## src/core/hscc_pkg.sv

```systemverilog
// constants and types for the hysteretic solenoid current regulator
package hscc_pkg;
	localparam int          CMD_W          = 10;
	localparam int          HYST_W         = 3;
	localparam int          SLEW_W         = 2;
	localparam int          DITH_W         = 11;
	localparam int          FULL_SCALE_MV  = 1230;
	localparam logic [CMD_W-1:0] CMD_MAX   = 10'h3FF;
	localparam logic [CMD_W-1:0] CMD_RESET = 10'h000;
	localparam logic [HYST_W-1:0] HYST_RESET = 3'h0;
	localparam logic [SLEW_W-1:0] SLEW_RESET = 2'h0;
	localparam logic [SLEW_W-1:0] SLEW_LONG_MIN = 2'h2;
	// hysteresis offsets in dac counts, codes 0..7
	localparam logic [5:0] HYST_CNT0 = 6'h11;
	localparam logic [5:0] HYST_CNT1 = 6'h15;
	localparam logic [5:0] HYST_CNT2 = 6'h19;
	localparam logic [5:0] HYST_CNT3 = 6'h1D;
	localparam logic [5:0] HYST_CNT4 = 6'h21;
	localparam logic [5:0] HYST_CNT5 = 6'h25;
	localparam logic [5:0] HYST_CNT6 = 6'h2A;
	localparam logic [5:0] HYST_CNT7 = 6'h2E;
	localparam int          CLK_PERIOD_NS  = 100;
	localparam int          SHORT_BLANK_NS = 5000;
	localparam int          LONG_BLANK_NS  = 15000;
	localparam int          SHORT_BLANK_CYC = SHORT_BLANK_NS / CLK_PERIOD_NS;
	localparam int          LONG_BLANK_CYC  = LONG_BLANK_NS / CLK_PERIOD_NS;
	localparam int          BLANK_W        = 8;

	typedef struct packed {
		logic [CMD_W-1:0] upper;
		logic [CMD_W-1:0] lower;
	} hscc_points_t;
endpackage : hscc_pkg

```

## src/core/hscc_regulator.sv

```systemverilog
// hysteretic current regulator for one solenoid channel
`timescale 1ns/100ps
// Notes on behaviour
// - drive on until upper point, then off until lower point, repeatedly.
// - current seen as sense resistor voltage through two comparators.
// - upper and lower points sit symmetrically about the average point, unless one is clamped at an end of the code range.
// - average point is command over 1024 times 1230 mV full scale.
// - hysteresis 40 to 110 mVpp in 10 mVpp steps, eight codes.
// - codes 0..5 give offsets 17, 21, 25, 29, 33, 37 counts.
// - codes 6 and 7 give offsets 42 and 46 counts.
// - slew code 0 or 1 blanks comparators about 5 us per switch.
// - slew code 2 or 3 blanks comparators about 15 us per switch.
// - command 14D gives 400 mV, command 340 gives 1000 mV.
// - no fixed frequency or duty; switching follows comparator events only.
// - dither offset is added to the command before points are computed.
// - overtemperature forces drive off, sets fault; restart after it clears.
// - thermal fault stays latched until reported to the host.
module hscc_regulator
	import hscc_pkg::*;
(
	input  wire logic              ref_clk,
	input  wire logic              rst,
	input  wire logic [CMD_W-1:0]  avg_cmd,
	input  wire logic [HYST_W-1:0] hysteresis_code,
	input  wire logic [SLEW_W-1:0] slew_code,
	input  wire logic signed [DITH_W-1:0] dither_offset,
	input  wire logic              above_upper_pin,
	input  wire logic              below_lower_pin,
	input  wire logic              overtemp_pin,
	input  wire logic              fault_reported,
	output hscc_points_t           switch_points,
	output logic                   lowside_drive_pin,
	output logic                   thermal_fault,
	output logic                   blanking
);
	typedef enum logic [1:0] {HSCC_OFF, HSCC_ON, HSCC_TRIP} hscc_state_t;

	hscc_state_t          state_q;
	logic [BLANK_W-1:0]   blank_q;
	logic                 above_s;
	logic                 below_s;
	logic                 ot_s;
	logic                 fault_q;
	logic [CMD_W-1:0]     avg_eff;
	logic [5:0]           hyst_cnt;
	hscc_points_t         points_d;
	logic                 switch_now;

	function automatic logic [5:0] hyst_lookup(input logic [HYST_W-1:0] c);
		case (c)
			3'h0: hyst_lookup = HYST_CNT0;
			3'h1: hyst_lookup = HYST_CNT1;
			3'h2: hyst_lookup = HYST_CNT2;
			3'h3: hyst_lookup = HYST_CNT3;
			3'h4: hyst_lookup = HYST_CNT4;
			3'h5: hyst_lookup = HYST_CNT5;
			3'h6: hyst_lookup = HYST_CNT6;
			default: hyst_lookup = HYST_CNT7;
		endcase
	endfunction : hyst_lookup

	// clamp a signed wide value into the dac code range
	function automatic logic [CMD_W-1:0] clamp_code(
		input logic signed [DITH_W+1:0] v);
		if (v < 0)
			clamp_code = '0;
		else if (v > $signed({3'b000, CMD_MAX}))
			clamp_code = CMD_MAX;
		else
			clamp_code = v[CMD_W-1:0];
	endfunction : clamp_code

	hscc_sync u_sync_hi (.ref_clk(ref_clk), .rst(rst),
		.din(above_upper_pin), .dout(above_s));
	hscc_sync u_sync_lo (.ref_clk(ref_clk), .rst(rst),
		.din(below_lower_pin), .dout(below_s));
	hscc_sync u_sync_ot (.ref_clk(ref_clk), .rst(rst),
		.din(overtemp_pin), .dout(ot_s));

	// command is a plain fraction of full scale; dac does the scaling
	always_comb begin
		avg_eff = clamp_code($signed({3'b000, avg_cmd})
			+ $signed({dither_offset[DITH_W-1], dither_offset}));
		hyst_cnt = hyst_lookup(hysteresis_code);
		points_d.upper = clamp_code($signed({3'b000, avg_eff})
			+ $signed({7'b0, hyst_cnt}));
		points_d.lower = clamp_code($signed({3'b000, avg_eff})
			- $signed({7'b0, hyst_cnt}));
	end

	always_ff @(posedge ref_clk) begin
		if (rst)
			switch_points <= '0;
		else
			switch_points <= points_d;
	end

	assign blanking = (blank_q != '0);
	// comparator events only, no timer decides a switch
	always_comb begin
		switch_now = 1'b0;
		if (!blanking) begin
			if (state_q == HSCC_ON && above_s)
				switch_now = 1'b1;
			else if (state_q == HSCC_OFF && below_s)
				switch_now = 1'b1;
		end
	end

	always_ff @(posedge ref_clk) begin
		if (rst) begin
			state_q <= HSCC_OFF;
		end else begin
			case (state_q)
				HSCC_OFF:  if (ot_s) state_q <= HSCC_TRIP;
					else if (switch_now) state_q <= HSCC_ON;
				HSCC_ON:   if (ot_s) state_q <= HSCC_TRIP;
					else if (switch_now) state_q <= HSCC_OFF;
				// stay tripped through blanking; restart is a switch too
				HSCC_TRIP: if (!ot_s && !blanking)
					state_q <= HSCC_OFF;
				default:   state_q <= HSCC_OFF;
			endcase
		end
	end

	// blank on every drive edge; trip-out also counts as a switch
	always_ff @(posedge ref_clk) begin
		if (rst) begin
			blank_q <= '0;
		end else if (switch_now || (ot_s && state_q == HSCC_ON)) begin
			blank_q <= (slew_code >= SLEW_LONG_MIN)
				? BLANK_W'(LONG_BLANK_CYC)
				: BLANK_W'(SHORT_BLANK_CYC);
		end else if (blank_q != '0) begin
			blank_q <= blank_q - 1'b1;
		end
	end

	always_ff @(posedge ref_clk) begin
		if (rst)
			lowside_drive_pin <= 1'b0;
		else
			lowside_drive_pin <= (state_q == HSCC_ON) && !ot_s;
	end

	// set wins over the report clear
	always_ff @(posedge ref_clk) begin
		if (rst)
			fault_q <= 1'b0;
		else if (ot_s)
			fault_q <= 1'b1;
		else if (fault_reported)
			fault_q <= 1'b0;
	end
	assign thermal_fault = fault_q;
endmodule : hscc_regulator

```

## src/core/hscc_sync.sv

```systemverilog
// three-stage synchroniser with agreement filter
`timescale 1ns/100ps
module hscc_sync (
	input  wire logic ref_clk,
	input  wire logic rst,
	input  wire logic din,
	output logic      dout
);
	logic s1_q;
	logic s2_q;
	logic s3_q;

	// first stage feeds only the second
	always_ff @(posedge ref_clk) begin
		if (rst) begin
			s1_q <= 1'b0;
			s2_q <= 1'b0;
			s3_q <= 1'b0;
		end else begin
			s1_q <= din;
			s2_q <= s1_q;
			s3_q <= s2_q;
		end
	end

	always_ff @(posedge ref_clk) begin
		if (rst) begin
			dout <= 1'b0;
		end else if (s2_q == s3_q) begin
			dout <= s3_q;
		end
	end
endmodule : hscc_sync

```

## config.mk

```make
export PLATFORM = sky130hd
export DESIGN_NAME = hscc_regulator
export DESIGN_NICKNAME = d
export VERILOG_FILES = /design/src/core/hscc_pkg.sv /design/src/core/hscc_regulator.sv /design/src/core/hscc_sync.sv
export SDC_FILE = /design/constraint.sdc
export NUM_CORES = 1
export LEC_CHECK = 0
export ABC_CLOCK_PERIOD_IN_PS = 12300
export BUFFER_PORTS_ARGS = -buffer_cell sky130_fd_sc_hd__clkbuf_2
export CAP_MARGIN = 20
export CELL_PAD_IN_SITES_DETAIL_PLACEMENT = 1
export CELL_PAD_IN_SITES_GLOBAL_PLACEMENT = 1
export CORE_MARGIN = 3
export CORE_UTILIZATION = 46
export CTS_BUF_LIST = sky130_fd_sc_hd__clkbuf_4
export CTS_CLUSTER_SIZE = 25
export DETAILED_ROUTE_END_ITERATION = 8
export GPL_TIMING_DRIVEN = 0
export PLACE_DENSITY = 0.95
export SKIP_CTS_REPAIR_TIMING = 1
export SYNTH_ARGS = -nofsm -noshare
export SYNTH_HDL_FRONTEND = slang
export SYNTH_HIERARCHICAL = 1
export SYNTH_SLANG_ARGS = --single-unit
```

## constraint.sdc

```tcl
create_clock -name ref_clk -period 12.3 [get_ports ref_clk]
set_input_delay 1.845 -clock ref_clk [delete_from_list [all_inputs] [get_ports ref_clk]]
set_output_delay 1.845 -clock ref_clk [all_outputs]
set_load 0.05 [all_outputs]
```

**Yosys cells after proc, flatten, opt, wreduce, memory -nomap -nowiden**

Index checks and enable logic that the tools add are counted.

- Magnitude comparators: 7
- Equality and inequality tests: 14
- Multiplexer cells: 19
- Reductions and logical operators: 16
- Shifts and indexed selects: 0
- Div/mod/pow operators: 0
- Bitwise operators: 0
- Add/sub/neg operators: 4
- $mul: 0

Operator list:

| kind | number |
|---|---|
| 6-bit case mux with 7 select lines | 1 |
| 10-bit 2-to-1 mux | 4 |
| 8-bit 2-to-1 mux | 3 |
| 11-bit by 1-bit < comparator with 1-bit output (second input constant) | 2 |
| 11-bit by 11-bit adder with 12-bit output | 1 |
| 12-bit by 11-bit greater-than comparator with 1-bit output (second input constant) | 1 |
| 12-bit by 1-bit < comparator with 1-bit output (second input constant) | 1 |
| 10-bit by 6-bit adder with 11-bit output | 1 |
| 11-bit by 10-bit greater-than comparator with 1-bit output (second input constant) | 1 |
| 11-bit greater-than comparator (second input constant) | 1 |
| 10-bit by 6-bit subtractor with 11-bit output | 1 |
| 2-bit 2-to-1 mux | 5 |
| 3-bit == test (second input constant) | 3 |
| 8-bit nonzero test | 1 |
| 8-bit by 1-bit subtractor with 8-bit output (second input constant) | 1 |
| 3-bit by 2-bit == test with 1-bit output (second input constant) | 2 |
| 3-bit by 2-bit != test with 1-bit output (second input constant) | 2 |
| 2-bit case mux with 3 select lines | 1 |
| 1-bit logical AND | 5 |
| 1-bit 2-to-1 mux | 5 |
| 2-bit nonzero test | 2 |
| 2-bit OR reduction | 2 |
| 1-bit == test | 3 |
| 3-bit by 1-bit == test with 1-bit output (second input constant) | 1 |
| other kinds (9) | 10 |

- Flip-flop bits (word level): 44
- Memory bits (read-only): 0
- Logic and storage cells: 78
- Bits of input ports: 32
- Latch bits: 0
- Bits in writable memories: 0
- Output and inout port bits: 23
- Memories kept: 0

**Longest topological paths before layout**

- Depth after elaboration: 8
- Gate-level depth with buffers: 20

**Modules after synthesis**

Netlist, hierarchy kept.

By module, submodules not included:

| module | cells each | area each (um2) | times used | seq. area each (um2) |
|---|---|---|---|---|
| hscc_regulator | 319 | 2,597.5 | 1 | 640.6 |
| hscc_sync | 10 | 112.6 | 3 | 80.1 |

**Least setup slack after synthesis**

OpenSTA, ideal clock, no wires.

- Path type: in2reg
- Start point: in avg_cmd[0]
- End point: reg switch_points[19] in the netlist's numbering
- Setup time: 103 ps
- Setup slack: 7,067 ps
- Arrival: 5,129 ps
- Required time: 12,197 ps
- Stages: 17
- Cells stage by stage: ha_1 inv_1 fa_1 nor2b_1 o2111ai_1 nand2_2 a41o_4 nor2_1 a21o_1 a21oi_1 ha_1 or3_1 o21a_1 a21oi_1 a31oi_1 nor4b_2 a2111oi_2

- Word-level cells in the longest chain between the ends: 7
- Elaborated cells on any way between the ends: 10
- Classes of those cells: add/sub (2); order compare (4); mux (3); reduce/logical (1)

RTL lines:

| item | RTL line | source |
|---|---|---|
| start: declaration | hscc_regulator.sv:23 | `input wire logic [CMD_W-1:0] avg_cmd,` |
| 11-bit by 11-bit adder with 12-bit output * | hscc_regulator.sv:83 | `+ $signed({dither_offset[DITH_W-1], dither_offset}));` |
| 12-bit by 11-bit greater-than comparator with 1-bit output | hscc_regulator.sv:67 | `else if (v > $signed({3'b000, CMD_MAX}))` |
| 10-bit 2-to-1 mux | hscc_regulator.sv:67 |  |
| 10-bit 2-to-1 mux * | hscc_regulator.sv:65 | `if (v < 0)` |
| 10-bit by 6-bit adder with 11-bit output * | hscc_regulator.sv:86 | `+ $signed({7'b0, hyst_cnt}));` |
| 11-bit by 10-bit greater-than comparator with 1-bit output or 11-bit by 1-bit < comparator with 1-bit output (tied branches) | hscc_regulator.sv:67, hscc_regulator.sv:65 |  |
| 10-bit 2-to-1 mux or 2-bit OR reduction (tied branches) | - |  |
| end signal: assignment | hscc_regulator.sv:95 | `switch_points <= points_d;` |
| end: declaration | hscc_regulator.sv:31 | `output hscc_points_t switch_points,` |

Every way passes the cells marked *; elsewhere a longest branch is shown, timed or not.
A chain may end at the register's enable or synchronous reset.

**Worst setup path in the final report**

- Start point: in avg_cmd[0]
- End point: reg switch_points[5] in the netlist's numbering

- Word-level cells in the longest chain between the ends: 7
- Elaborated cells on any way between the ends: 10
- Classes of those cells: add/sub (2); order compare (4); mux (3); reduce/logical (1)

RTL lines:

| item | RTL line | source |
|---|---|---|
| 11-bit by 11-bit adder with 12-bit output * | hscc_regulator.sv:83 |  |
| 12-bit by 11-bit greater-than comparator with 1-bit output | hscc_regulator.sv:67 |  |
| 10-bit 2-to-1 mux | hscc_regulator.sv:67 |  |
| 10-bit 2-to-1 mux * | hscc_regulator.sv:65 |  |
| 10-bit by 6-bit subtractor with 11-bit output * | hscc_regulator.sv:88 | `- $signed({7'b0, hyst_cnt}));` |
| 11-bit greater-than comparator or 11-bit by 1-bit < comparator with 1-bit output (tied branches) | hscc_regulator.sv:67, hscc_regulator.sv:65 |  |
| 10-bit 2-to-1 mux or 2-bit OR reduction (tied branches) | - |  |

Marked as above.

==> results.md <==
* Status: completed
* Fmax at 181 MHz
* Overall Power at 0.000603 W
* CP required at 12.56 ns
* Reg2Reg Depth at 12
* CTS H-tree depth at 2
* Fill cell count at 761
* Yosys warnings at 6
* Worst Hold Depth at 1
* Worst setup path startpoint: avg_cmd[0]
* Critical path endpoint category: register
* R2R Path End: blank_q[5]$_SDFFE_PP0P_
* Die ar. at 7380 sq um
* Largest net degree at the start of global routing at 20
* Cts bufs inserted at 5
* Final worst clock skew at 0.0209 ns
* Sequential cell area at 881 sq um
* Antenna violations before repair at 0
* EDFF count, synth at 0
* Complex-gate fraction of the synthesized area at 24.0%
* Min-delay worst type: reg2reg
* Met2 usage in global routing at 40.2%
* Die X at 85.9 um
* Syn_area_per_cell at 8.41 sq um
* Part of the cycle the worst path needs at 44.9%
* Final setup violation count at 0
* Post-synth ARST share at 0%
* Area occupied by multi-input gates at 1880 sq um
* Core region area at 6060 sq um
* Syn-to-layout area delta at 15.6%
* Count leader, synth: dfxtp_1
* CTS tree: yes
* Cell breakdown of the critical path: clkbuf_2, ha_1, inv_1, fa_1, nor2b_1, o2111ai_1, nand2_2, a41o_4, nor2_1, a21o_1, a21oi_1, ha_1, buf_6, nor3_1, o21ai_0, o21ai_0, nor2_1, a31o_4, a2111oi_2
* Min-delay src: u_sync_lo/s1_q$_SDFF_PP0_
* Dominant register cell in the synthesized netlist: dfxtp_1
* Share of cells above drive strength 1 at 21.5%
* RR Startpoint: blank_q[0]$_SDFFE_PP0P_
* Family with the most delay on the worst path: compound AO/OA/AOI/OAI gates
* Nets at 465
* Top-Level Pins at 55
* Slew at the pin with the worst max-slew slack at 0.605 ns
* Drt first-iter violations at 71
* First-pass GRT wire length at 12900 um
* Setup crit end: switch_points[5]$_SDFF_PP0_
* Clock sinks at 44
* Via density per instance at 5.67
* Largest family of logic cells by synthesized area: compound AO/OA/AOI/OAI gates
* XOR/XNOR share of the synthesized area at 6.56%
* Total Wirelength at 7640 um
* Tot GR Track Use at 21.6%
* Final slew viol count at 0
* Tmin final at 5.53 ns
* P per Cell Area at 178 nW/um^2
* Vias in the first global route at 2801
* RSZ-0062 raised after global routing: no
* DRC Markers at 0
* Static leakage at 1.48 nW
* Hold slack final at 0.431 ns
* Busiest layer in global routing: met2
* Worst vdd ir at 0.128 mV
* Post-Synth Adder-Cell Area at 10.5%
* Max Cap Viol at 0
* Worst Path Arrival at 5.78 ns
* Slew HR at 59.5%
* Synth top cells by count: 44 x dfxtp_1, 40 x nor2_1, 39 x a21oi_1
* DR vias at 2744
* Synth Area in Simple Gates at 21.2%
* Post-synth top area share at 30.0%
* Mux cell area share after synthesis at 1.71%
* DR WL/cell at 15.8 um
* CP max FO at 8
* Met3 Track Usage GR at 2.98%
* Synthesized area at 2940 sq um
* Skew-Pair Late Insertion Delay at 0.36 ns
* Post-synth top area cell: dfxtp_1
* Grt met1 use at 25.5%
* Gpl congestion at 0.921
* Post-synthesis sequential area ratio at 30.0%
* # diodes at 0
* Final Hold Viols at 0
* Port-buffer cells at 53
* CP Depth at 19
* Setup TNS at 0 ns
* Crit Path Category: in2reg
* Clock transition at the registers of the reported paths at 0.13 ns
* Syn Inst Count at 349
* TritonRoute pass-1 iters at 4
* Hpwl dp at 6130 um
* Top cells by area, synth: dfxtp_1 30%, ha_1 9.8%, a21oi_1 6.6%
* Critical Path Slowest Stage Cell: fa_1
* Final ANT Viol Nets at 0
* Clk root buf: clkbuf_4
* Bufs on Longest Clock Path at 2
* Syn Nets at 405
* Grt total ovfl at 0
* Initial Util at 48.4%
* Netlist cell types at 59
* CP peak stage delay at 0.41 ns
* R2R setup slack at 9.52 ns
* Final core occ at 56.0%
* FP Rows at 28
* Startpoint Class: primary input
* Flops & latches, synth at 44
* CP bufs+invs at 3
* Die Height at 85.9 um
[sequential cells by signal, summed over array words and instances (netlist names)]
signal / flops
u_sync_ot/s2_q: 1
thermal_fault: 1
blank_q: 8
u_sync_lo/s1_q: 1
u_sync_hi/s2_q: 1
u_sync_hi/dout: 1
u_sync_hi/s1_q: 1
switch_points: 20
u_sync_lo/s3_q: 1
u_sync_ot/s3_q: 1
u_sync_lo/dout: 1
u_sync_ot/dout: 1
u_sync_lo/s2_q: 1
u_sync_hi/s3_q: 1
u_sync_ot/s1_q: 1
lowside_drive_pin: 1
state_q: 2
[worst min path at each step]
stage | end | slack (ns)
CTS | u_sync_lo/s2_q$_SDFF_PP0_ | 0.44
global placement | u_sync_ot/s2_q$_SDFF_PP0_ | 0.42
detailed placement | u_sync_ot/s2_q$_SDFF_PP0_ | 0.44
floorplan | u_sync_hi/s2_q$_SDFF_PP0_ | 0.41
finish | u_sync_lo/s2_q$_SDFF_PP0_ | 0.43
global route | u_sync_lo/s2_q$_SDFF_PP0_ | 0.45
[cell usage in the layout, fill, tap and decap left out, types with 3 or more instances in the layout]
cell	n
clkbuf_2	54
dfxtp_1	44
nor2_1	40
a21oi_1	39
ha_1	23
inv_1	22
nor2b_1	15
o21ai_0	14
nand2_1	13
nor3_1	13
xnor2_1	12
xor2_1	10
nand3_1	9
nand2b_1	7
clkbuf_1	6
buf_6	5
o21ai_1	5
mux2i_1	5
clkbuf_4	5
a21o_1	4
a31oi_1	4
and4_1	4
a211oi_1	3
o21a_1	3
nor3b_1	3
[kinds of logic (layout without fill, tap and decap cells)]
kind of cell             Yosys count  after routing
AO/OA/AOI/OAI                     98             98
XOR/XNOR                          22             22
adder cells (fa/ha/maj)           24             24
buffers and inverters             36             96
flip-flops                        44             44
multiplexers                       5              5
AND/OR/NAND/NOR                  120            120
[layer usage]
metal / vias up / share of wire (%)
li1: 1356 / -
met3: 12 / 3.7
met1: 1316 / 43
met2: 60 / 52
met4: 0 / 1.4
met5: - / 0
[metrics by stage]
stage	cells	setup slack, ns	cell area [sq um]
3_3_place_gp	477	6.52	3290
6_report	484	6.77	3390
3_5_place_dp	477	6.45	3290
5_1_grt	484	6.41	3390
2_1_floorplan	349	7.07	2940
4_1_cts	484	6.80	3390
[cell type report]
type,count,share of cell area [%]
plain buffers,14,2.77
clock buffers,5,1.11
clock inverters,2,1.77
inverters,22,2.43
multi-input cells,269,55.4
flip-flops and latches,44,26.0
well taps,75,2.77
repair buffers,53,7.82
[where the power goes]
part           internal (W)  switching (W)  total, W
clock             0.0000622      0.0000443  0.000107
combinational      0.000107       0.000207  0.000313
sequential         0.000169      0.0000144  0.000184
total              0.000338       0.000265  0.000603
[worst register-to-register path, cell delays in order, from the launching register on]
cell and delay (ns):
dfxtp_1 0.34, inv_1 0.09, ha_1 0.19, nor2b_1 0.30, nand2_1 0.11, nor2_1 0.41, inv_1 0.22, nor2_1 0.16
a21oi_1 0.06, nor2_1 0.43, nand2_1 0.20, o21ai_0 0.12, nor2_1 0.06
Power figures use the tool's default switching activity.
